==> config.mk <==
export PLATFORM = sky130hd
export DESIGN_NAME = pfw_writer
export DESIGN_NICKNAME = d
export VERILOG_FILES = /design/src/pfw_end.sv /design/src/pfw_pkg.sv /design/src/pfw_writer.sv
export SDC_FILE = /design/constraint.sdc
export NUM_CORES = 1
export LEC_CHECK = 0
export BUFFER_PORTS_ARGS = -buffer_cell sky130_fd_sc_hd__buf_4
export CORE_MARGIN = 4
export CORE_UTILIZATION = 60
export CTS_CLUSTER_DIAMETER = 200
export DETAILED_ROUTE_END_ITERATION = 8
export PLACE_DENSITY_LB_ADDON = 0.08
export SLEW_MARGIN = 20
export SYNTH_ARGS = -nofsm -noshare
export SYNTH_HDL_FRONTEND = slang
export SYNTH_SLANG_ARGS = --single-unit
==> constraint.sdc <==
create_clock -name mclk -period 8 [get_ports mclk]
set_input_delay 0.4 -clock mclk [delete_from_list [all_inputs] [get_ports mclk]]
set_output_delay 0.4 -clock mclk [all_outputs]
set_load 0.02 [all_outputs]
==> src/pfw_end.sv <==
`timescale 1ns/1ps
`default_nettype none
`default_nettype wire

==> src/pfw_pkg.sv <==
// Summary of operation
// writing never erases target words first
// erase acts on one whole row only
// one operation writes at most latch-count words
// latch block aligned, never spans two blocks
// latches return to 3FFF after programming
// 55h, AAh, then start bit gates action
// software keeps unlock sequence uninterrupted
// latch-only mode loads latch, no programming
// normal mode loads last latch, programs block
// programming always writes the complete block
// software sets mode bits before loading
// software sets address and data first
// software increments address between loads
// software repeats block writes per row
// two setup cycles, then stall till done
// row erase when erase select set
// start bit clears itself when finished
// start without fresh unlock is ignored
`timescale 1ns/1ps
`default_nettype none

package pfw_pkg;
   // ==========================================================
   // widths and values
   localparam int ADDR_W = 15;
   localparam int DATA_W = 14;
   localparam int ADDR_HI_W = 7;
   localparam int DATA_HI_W = 6;
   localparam logic [DATA_W-1:0] LATCH_RESET = 14'h3FFF;
   localparam logic [7:0] UNLOCK_FIRST = 8'h55;
   localparam logic [7:0] UNLOCK_SECOND = 8'hAA;
   localparam int LATCHES_DFLT = 8;
   localparam int ROW_WORDS_DFLT = 32;
   // ==========================================================
   // timing
   localparam int CLK_MHZ = 200;
   localparam int ERASE_TIME_US = 2000;
   localparam int PROG_TIME_US = 2000;
   localparam int ERASE_CYCLES_DFLT = ERASE_TIME_US * CLK_MHZ;
   localparam int PROG_CYCLES_DFLT = PROG_TIME_US * CLK_MHZ;
   // ==========================================================
   // types
   typedef struct packed {
      logic program_space_select;
      logic write_allow;
      logic configuration_space_select;
      logic latch_only_mode;
      logic row_erase_select;
   } pfw_ctrl_s;

   typedef struct packed {
      logic we;
      logic erase;
      logic [ADDR_W-1:0] addr;
      logic [DATA_W-1:0] data;
   } pfw_flash_s;

   typedef enum logic [1:0] {
      OP_LATCH = 2'h0,
      OP_PROG = 2'h1,
      OP_ERASE = 2'h2
   } pfw_op_e;

   typedef enum logic [2:0] {
      ST_IDLE = 3'h0,
      ST_SETUP1 = 3'h1,
      ST_SETUP2 = 3'h3,
      ST_LOAD = 3'h2,
      ST_PROG = 3'h6,
      ST_WAIT = 3'h7,
      ST_ERASE = 3'h5,
      ST_DONE = 3'h4
   } pfw_state_e;
endpackage

// ==========================================================
// write latch bank
module pfw_latch_bank import pfw_pkg::*; #(
   parameter int LATCHES = LATCHES_DFLT,
   parameter int IDX_W = $clog2(LATCHES)
) (
   // clock and reset
   input wire logic clk,
   input wire logic rst_n,
   // write side
   input wire logic wr_en,
   input wire logic [IDX_W-1:0] wr_idx,
   input wire logic [DATA_W-1:0] wr_data,
   input wire logic clear_all,
   // read side
   input wire logic [IDX_W-1:0] rd_idx,
   output logic [DATA_W-1:0] rd_data
);
   logic [DATA_W-1:0] mem_q [LATCHES];

   // clear wins: a finished block leaves every latch blank
   always_ff @(posedge clk or negedge rst_n) begin
      if (!rst_n) begin
         for (int i = 0; i < LATCHES; i++) mem_q[i] <= LATCH_RESET;
      end else if (clear_all) begin
         for (int i = 0; i < LATCHES; i++) mem_q[i] <= LATCH_RESET;
      end else if (wr_en) begin
         mem_q[wr_idx] <= wr_data;
      end
   end

   assign rd_data = mem_q[rd_idx];

   chk_latch_blank: assert property (@(posedge clk) disable iff (!rst_n)
      clear_all |=> (mem_q[0] == LATCH_RESET && mem_q[LATCHES-1] == LATCH_RESET))
      else $error("latches not blank after block write");
endmodule

`default_nettype wire

==> src/pfw_writer.sv <==
`timescale 1ns/1ps
`default_nettype none

module pfw_writer import pfw_pkg::*; #(
   parameter int LATCHES = LATCHES_DFLT,
   parameter int ROW_WORDS = ROW_WORDS_DFLT,
   parameter int ERASE_CYCLES = ERASE_CYCLES_DFLT,
   parameter int PROG_CYCLES = PROG_CYCLES_DFLT
) (
   // clock and reset
   input wire logic mclk,
   input wire logic rst_n,
   // control bits
   input wire pfw_ctrl_s ctrl,
   // address and data register pairs
   input wire logic [ADDR_HI_W-1:0] nvm_address_high,
   input wire logic [7:0] nvm_address_low,
   input wire logic [DATA_HI_W-1:0] nvm_data_high,
   input wire logic [7:0] nvm_data_low,
   // unlock port write and start bit set
   input wire logic unlock_wr,
   input wire logic [7:0] unlock_wdata,
   input wire logic start_set,
   // status
   output logic start_bit,
   output logic erase_busy,
   output logic cpu_stall,
   // flash array command
   output pfw_flash_s flash
);
   localparam int IDX_W = $clog2(LATCHES);
   localparam int ROW_W = $clog2(ROW_WORDS);
   localparam logic [IDX_W-1:0] LAST_IDX = IDX_W'(LATCHES - 1);

   // ==========================================================
   // reset release
   logic [1:0] rst_sync_q;
   logic rst_n_i;

   always_ff @(posedge mclk or negedge rst_n) begin
      if (!rst_n) rst_sync_q <= 2'h0;
      else rst_sync_q <= {rst_sync_q[0], 1'b1};
   end
   assign rst_n_i = rst_sync_q[1];

   // ==========================================================
   // unlock tracker
   // any stray unlock write or start write throws the arming away
   logic [1:0] unl_q, unl_d;
   logic armed, accept;
   pfw_op_e op_q, op_d;
   pfw_state_e state_q, state_d;

   assign armed = (unl_q == 2'h2);
   assign accept = start_set && armed && (state_q == ST_IDLE) && ctrl.write_allow
      && ctrl.program_space_select && !ctrl.configuration_space_select;

   always_comb begin
      unl_d = unl_q;
      if (start_set) unl_d = 2'h0;
      else if (unlock_wr) begin
         if (unlock_wdata == UNLOCK_FIRST) unl_d = 2'h1;
         else if (unlock_wdata == UNLOCK_SECOND && unl_q == 2'h1) unl_d = 2'h2;
         else unl_d = 2'h0;
      end
   end

   // ==========================================================
   // operation select and snapshot of the register pairs
   logic [ADDR_W-1:0] addr_q;
   logic [DATA_W-1:0] data_q;
   logic [ADDR_W-1:0] addr_in;

   assign addr_in = {nvm_address_high, nvm_address_low};
   assign op_d = ctrl.row_erase_select ? OP_ERASE :
      (ctrl.latch_only_mode ? OP_LATCH : OP_PROG);

   // snapshot means software may reload the pairs while we stall
   always_ff @(posedge mclk or negedge rst_n_i) begin
      if (!rst_n_i) begin
         unl_q <= 2'h0;
         op_q <= OP_LATCH;
         addr_q <= '0;
         data_q <= '0;
      end else begin
         unl_q <= unl_d;
         if (accept) begin
            op_q <= op_d;
            addr_q <= addr_in;
            data_q <= {nvm_data_high, nvm_data_low};
         end
      end
   end

   // ==========================================================
   // sequencer
   logic [IDX_W-1:0] idx_q, idx_d;
   logic [31:0] tmr_q, tmr_d;
   logic tmr_zero;

   assign tmr_zero = (tmr_q == 32'h0);

   always_comb begin
      state_d = state_q;
      idx_d = idx_q;
      tmr_d = tmr_zero ? tmr_q : tmr_q - 32'h1;
      unique case (state_q)
         ST_IDLE: if (accept) state_d = ST_SETUP1;
         ST_SETUP1: state_d = ST_SETUP2;
         ST_SETUP2: begin
            if (op_q == OP_ERASE) begin
               state_d = ST_ERASE;
               tmr_d = 32'(ERASE_CYCLES);
            end else state_d = ST_LOAD;
         end
         ST_LOAD: begin
            idx_d = '0;
            state_d = (op_q == OP_PROG) ? ST_PROG : ST_DONE;
         end
         ST_PROG: begin
            idx_d = idx_q + IDX_W'(1);
            if (idx_q == LAST_IDX) begin
               state_d = ST_WAIT;
               tmr_d = 32'(PROG_CYCLES);
            end
         end
         ST_WAIT: if (tmr_zero) state_d = ST_DONE;
         ST_ERASE: if (tmr_zero) state_d = ST_DONE;
         ST_DONE: state_d = ST_IDLE;
      endcase
   end

   always_ff @(posedge mclk or negedge rst_n_i) begin
      if (!rst_n_i) begin
         state_q <= ST_IDLE;
         idx_q <= '0;
         tmr_q <= 32'h0;
      end else begin
         state_q <= state_d;
         idx_q <= idx_d;
         tmr_q <= tmr_d;
      end
   end

   // ==========================================================
   // latch bank
   logic lt_we, lt_clear;
   logic [DATA_W-1:0] lt_rd;

   assign lt_we = (state_q == ST_LOAD);
   assign lt_clear = (state_q == ST_DONE) && (op_q == OP_PROG);

   pfw_latch_bank #(.LATCHES(LATCHES)) u_latch (
      .clk(mclk),
      .rst_n(rst_n_i),
      .wr_en(lt_we),
      .wr_idx(addr_q[IDX_W-1:0]),
      .wr_data(data_q),
      .clear_all(lt_clear),
      .rd_idx(idx_q),
      .rd_data(lt_rd)
   );

   // ==========================================================
   // flash command and status outputs
   pfw_flash_s flash_d;
   logic stall_d, start_d, erase_busy_d;

   // write never carries an erase; erase address is row aligned
   always_comb begin
      flash_d = '0;
      if (state_q == ST_PROG) begin
         flash_d.we = 1'b1;
         flash_d.addr = {addr_q[ADDR_W-1:IDX_W], idx_q};
         flash_d.data = lt_rd;
      end else if (state_q == ST_SETUP2 && op_q == OP_ERASE) begin
         flash_d.erase = 1'b1;
         flash_d.addr = {addr_q[ADDR_W-1:ROW_W], ROW_W'(0)};
      end
   end

   assign stall_d = (state_d == ST_LOAD) || (state_d == ST_PROG) || (state_d == ST_WAIT)
      || (state_d == ST_ERASE) || (state_d == ST_DONE);
   assign start_d = accept || (start_bit && state_q != ST_DONE);
   assign erase_busy_d = (accept && op_d == OP_ERASE)
      || (erase_busy && state_q != ST_DONE);

   always_ff @(posedge mclk or negedge rst_n_i) begin
      if (!rst_n_i) begin
         flash <= '0;
         cpu_stall <= 1'b0;
         start_bit <= 1'b0;
         erase_busy <= 1'b0;
      end else begin
         flash <= flash_d;
         cpu_stall <= stall_d;
         start_bit <= start_d;
         erase_busy <= erase_busy_d;
      end
   end

   // ==========================================================
   // checks
   int unsigned we_cnt;
   always_ff @(posedge mclk or negedge rst_n_i) begin
      if (!rst_n_i) we_cnt <= 0;
      else if (accept) we_cnt <= 0;
      else if (flash.we) we_cnt <= we_cnt + 1;
   end

   chk_write_no_erase: assert property (@(posedge mclk) disable iff (!rst_n_i)
      flash.we |-> !flash.erase && op_q == OP_PROG)
      else $error("erase seen during write");
   chk_erase_row_align: assert property (@(posedge mclk) disable iff (!rst_n_i)
      flash.erase |-> flash.addr[ROW_W-1:0] == '0 && $past(state_q) == ST_SETUP2)
      else $error("erase not row aligned");
   chk_word_count: assert property (@(posedge mclk) disable iff (!rst_n_i)
      we_cnt <= LATCHES)
      else $error("too many words in one operation");
   chk_block_stay: assert property (@(posedge mclk) disable iff (!rst_n_i)
      (flash.we && $past(flash.we)) |->
      flash.addr[ADDR_W-1:IDX_W] == $past(flash.addr[ADDR_W-1:IDX_W]))
      else $error("write crossed block boundary");
   chk_unlock_gate: assert property (@(posedge mclk) disable iff (!rst_n_i)
      $rose(start_bit) |-> $past(unl_q) == 2'h2 && $past(start_set))
      else $error("start taken without unlock");
   chk_latch_only: assert property (@(posedge mclk) disable iff (!rst_n_i)
      (accept && op_d == OP_LATCH) |-> ##1 (!flash.we && !flash.erase) [*6])
      else $error("latch-only load touched flash");
   chk_full_block: assert property (@(posedge mclk) disable iff (!rst_n_i)
      $rose(flash.we) |-> flash.we [*8] ##1 !flash.we)
      else $error("block write not complete");
   chk_setup_two: assert property (@(posedge mclk) disable iff (!rst_n_i)
      accept |=> !cpu_stall ##1 !cpu_stall ##1 cpu_stall)
      else $error("stall not after two setup cycles");
   chk_erase_hold: assert property (@(posedge mclk) disable iff (!rst_n_i)
      (erase_busy && state_q != ST_DONE) |=> erase_busy && start_bit)
      else $error("erase readback dropped early");
   chk_start_clear: assert property (@(posedge mclk) disable iff (!rst_n_i)
      $fell(start_bit) |-> $past(state_q) == ST_DONE && !cpu_stall)
      else $error("start bit cleared at wrong time");

   cov_latch_load: cover property (@(posedge mclk) disable iff (!rst_n_i)
      accept && op_d == OP_LATCH);
   cov_block_prog: cover property (@(posedge mclk) disable iff (!rst_n_i)
      lt_clear);
   cov_row_erase: cover property (@(posedge mclk) disable iff (!rst_n_i)
      flash.erase);
   cov_start_refused: cover property (@(posedge mclk) disable iff (!rst_n_i)
      start_set && !armed);
endmodule

`default_nettype wire

==> run_results.csv <==
group,metric,value,unit
drt,wire_per_inst,18.89,um
logic_synthesis,net_count_after_synthesis,1006,
floorplan,dieWidth,137.3,um
timing,timing.final.crit_period,2.718,ns
cts,tritoncts.num_buffers,24,
power,power_per_cell_area,196.1,mW/mm^2
logic_synthesis,post_synth_fa_ha_maj_area_fraction,0.4986,%
floorplan,boundaryPins,80,
critical_path,timing.critical_path.required,8.40,ns
status,run_status,"completed",
drt,drc_violations,0,
critical_path,worst_setup_path_end_kind,"flop",
critical_path,setup_cp_type,"flop to flop",
power,power.share.switching,20.45,%
logic_synthesis,ys_async_sr_fraction,100.0,%
logic_synthesis,synth_mux_area_share,11.04,%
grt,first_global_vias,7251,
logic_synthesis,post-synth-top-area-fraction,29.32,%
critical_path,worst_ep_arrival_time,3.12,ns
critical_path,worst_path_max_delay_cell,"sky130_fd_sc_hd__nor4bb_1",
timing,rsz0062_at_grt,"no",
power,p_leak,0.004899,uW
layout,n_fill_cell,1242,
logic_synthesis,synth_area,0.01004,sq mm
power,clock_power_share,49.1,%
placement,detailedPlacementHpwl,14410,um
timing,slew_violations,0,
grt,grt_remaining_overflow,0,
power,sequentialPowerShare,49.4,%
cts,clock_insertion_delay_worst_skew,0.51,ns
layout,utilization,70.17,%
critical_path,cp_cell_sequence,"nor2_1 -> nor4bb_1 -> and2_1 -> buf_4 -> mux2_2",
logic_synthesis,ys_top_cells_by_area,"sky130_fd_sc_hd__dfstp_2, sky130_fd_sc_hd__dfrtp_1, sky130_fd_sc_hd__nand2_1, sky130_fd_sc_hd__nand3_1, sky130_fd_sc_hd__mux4_2",
timing,timing.slew.headroom,31.32,%
cts,cts-resized-gates,0,
logic_synthesis,ys_seq_elements,219,
critical_path,critPathMaxStageDelay,0.57,ns
cts,cts-root-buf,"sky130_fd_sc_hd__clkbuf_16",
grt,grt_pass1_wl,38410,um
timing,max_freq,368.0,MHz
layout,syn2layout_area_growth,15.12,%
floorplan,core.rowCount,47,
floorplan,core,0.01647,sq mm
floorplan,initial_core_util,60.96,%
grt,pin_count_of_the_biggest_net_entering_global_routing,140,
timing,finalSetupViolCount,0,
logic_synthesis,synth.yosys.warnings,0,
layout,multiInputGateArea,0.004103,sq mm
logic_synthesis,synth_compound_gate_area_share,5.298,%
hold_path,worst_hold_path_type,"input port to flop",
drt,route.detailed.vias_per_inst,5.955,
flow_run,drv_cap,0,
layout,antenna_cells,0,
cts,h_tree_depth,1,
critical_path,crit_buf_inv,1,
logic_synthesis,synth.top_cells.by_count,"sky130_fd_sc_hd__nand2_1, sky130_fd_sc_hd__nand3_1, sky130_fd_sc_hd__dfstp_2, sky130_fd_sc_hd__dfrtp_1, sky130_fd_sc_hd__clkbuf_1",
critical_path,startpoint_type,"flop",
logic_synthesis,yosys.cell_count.top_type,"sky130_fd_sc_hd__nand2_1",
timing,setup_tns,0,ns
floorplan,dieArea,0.01886,sq mm
logic_synthesis,syn_inst,956,
drt,dr.pass1.iters,5,
cts,cts.repair_timing.setup_buffer_count,0,
drt,total_detailed_routing_wirelength,23270,um
timing,worst-slew-pin-transition,1.030,ns
power,power.switching,463.4,uW
power,max-vdd-ir-drop,169.0,uV
layout,drive_gt1_share,31.03,%
logic_synthesis,synth_flop_cell,"sky130_fd_sc_hd__dfstp_2",
timing,timing.final.hold_violations,0,
logic_synthesis,synth_sequential_area_ratio,56.00,%
power,power.combinational.fraction,1.5,%
cts,cts_hold_buf,1,
critical_path,path_delay_family,"simple AND/OR/NAND/NOR gates",
drt,first_iter_violations,577,
grt,antenna_found_initial,0,
layout,final-seq-area,0.005625,sq mm
cts,deepest_clock_path_buffer_count,3,
floorplan,die_height,137.3,um
logic_synthesis,synth_simple_gate_area_share,22.36,%
critical_path,timing.critical_path.fanout_max,30,
logic_synthesis,synth.largest_area_cell,"sky130_fd_sc_hd__dfstp_2",
cts,cts_tree,"yes",
cts,clock_sinks,219,
logic_synthesis,synth_top_family_by_area,"simple AND/OR/NAND/NOR gates",
timing,final.setup_skew,0.004416,ns
logic_synthesis,synth-xor-area-share,1.396,%
logic_synthesis,synthDistinctLibCells,57,
logic_synthesis,syn-mean-instance-area,10.50,sq um
placement,gpl.final_weighted_congestion,0.7796,
grt,track_usage,25.75,%
logic_synthesis,number_of_enable_flip_flop_cells_after_synthesis,0,
drt,vias,7336,
drt,postRouteAntennaNets,0,
cts,path_clk_slew,0.06,ns
power,p_int,1802,uW
layout,final_nets,1044,
placement,io_buffer_count,79,
timing,period_share,33.97,%
path summary, 6_finish.rpt:
check | start | to | slack, ns | depth (start not counted)
max in group asynchronous | rst_sync_q[1] | idx_q[0] | 6.26 | 1
min in group asynchronous | rst_n | rst_sync_q[1] | 0.21 | 2
setup reg to reg | state_q[0] | data_q[8] | 5.28 | 5
hold / removal | start_set | unl_q[0] | 0.08 | 2
hold reg to reg | rst_sync_q[0] | rst_sync_q[1] | 0.35 | 0
setup / recovery | state_q[0] | data_q[8] | 5.28 | 5
worst register-to-register path: stages, from the launching register on:
cell                       delay, ns
sky130_fd_sc_hd__dfrtp_1        0.49
sky130_fd_sc_hd__nor2_1         0.38
sky130_fd_sc_hd__nor4bb_1       0.57
sky130_fd_sc_hd__and2_1         0.34
sky130_fd_sc_hd__buf_4          0.40
sky130_fd_sc_hd__mux2_2         0.41
layer usage:
layer | vias to the layer above | global-route usage, % | part of all wire, %
met5 | - | 0 | 0
met4 | 0 | 6.652 | 2.2
met3 | 37 | 3.689 | 6.3
met2 | 253 | 41.36 | 48
met1 | 3648 | 37.33 | 43
li1 | 3398 | - | -
state kept, by name (all words and copies together), names as in the netlist:
signal / cells
addr_q: 15
cpu_stall: 1
data_q: 14
erase_busy: 1
flash: 31
idx_q: 3
op_q: 2
rst_sync_q: 2
start_bit: 1
state_q: 3
tmr_q: 32
u_latch.mem_q: 112
unl_q: 2
power groups by stage:
stage               Combinational [uW]  Sequential, uW  Clock [uW]
floorplan                         1.30            1140           0
global placement                  33.7            1140           0
detailed placement                33.8            1140           0
CTS                               34.3            1120        1130
global route                      37.6            1120        1190
finish                            33.2            1120        1110
per-stage QoR:
| step | cells | area, sq um | setup WS (ns) | power, uW | hold slack [ns] |
|---|---|---|---|---|---|
| after CTS | 1231 | 11530 | 5.277 | 2287 | 0.06566 |
| after floorplan | 956 | 10040 | 1.641 | 1145 | 0.1044 |
| after global placement | 1186 | 10710 | 5.379 | 1171 | 0.1834 |
| after detailed placement | 1186 | 10710 | 5.305 | 1171 | 0.1834 |
| final | 1232 | 11550 | 5.282 | 2266 | 0.07849 |
| after global routing | 1232 | 11550 | 5.106 | 2342 | 0.07580 |
cells by family after synthesis:
kind of cell             Yosys count
buffers and inverters             85
flip-flops                       219
AO/OA/AOI/OAI                     80
AND/OR/NAND/NOR                  479
XOR/XNOR                          16
adder cells (fa/ha/maj)            4
other                              1
multiplexers                      72
area by class of cell:
type	count	share of cell area (%)
sequential	219	48.68
multi-input combinational	652	35.51
timing repair buffer	91	6.216
clock buffer	34	6.053
tap	220	2.382
clock inverter	10	0.9637
inverter	6	0.1949
placed cells by master, fill, tap and decap left out, types with 10 or more instances in the layout:
| cell | netlist | routed |
|---|---|---|
| sky130_fd_sc_hd__a21oi_1 | 17 | 17 |
| sky130_fd_sc_hd__and2_1 | 17 | 17 |
| sky130_fd_sc_hd__buf_4 | 0 | 88 |
| sky130_fd_sc_hd__clkbuf_16 | 0 | 25 |
| sky130_fd_sc_hd__dfrtp_1 | 107 | 105 |
| sky130_fd_sc_hd__dfstp_2 | 112 | 112 |
| sky130_fd_sc_hd__mux2_2 | 30 | 30 |
| sky130_fd_sc_hd__mux2i_1 | 14 | 14 |
| sky130_fd_sc_hd__mux4_2 | 28 | 28 |
| sky130_fd_sc_hd__nand2_1 | 193 | 193 |
| sky130_fd_sc_hd__nand3_1 | 143 | 142 |
| sky130_fd_sc_hd__nor2_1 | 61 | 61 |
| sky130_fd_sc_hd__o21ai_0 | 23 | 23 |
| sky130_fd_sc_hd__o31ai_1 | 11 | 11 |
| sky130_fd_sc_hd__or4_1 | 10 | 10 |
| sky130_fd_sc_hd__xor2_1 | 14 | 14 |
Power figures use the tool's default switching activity.
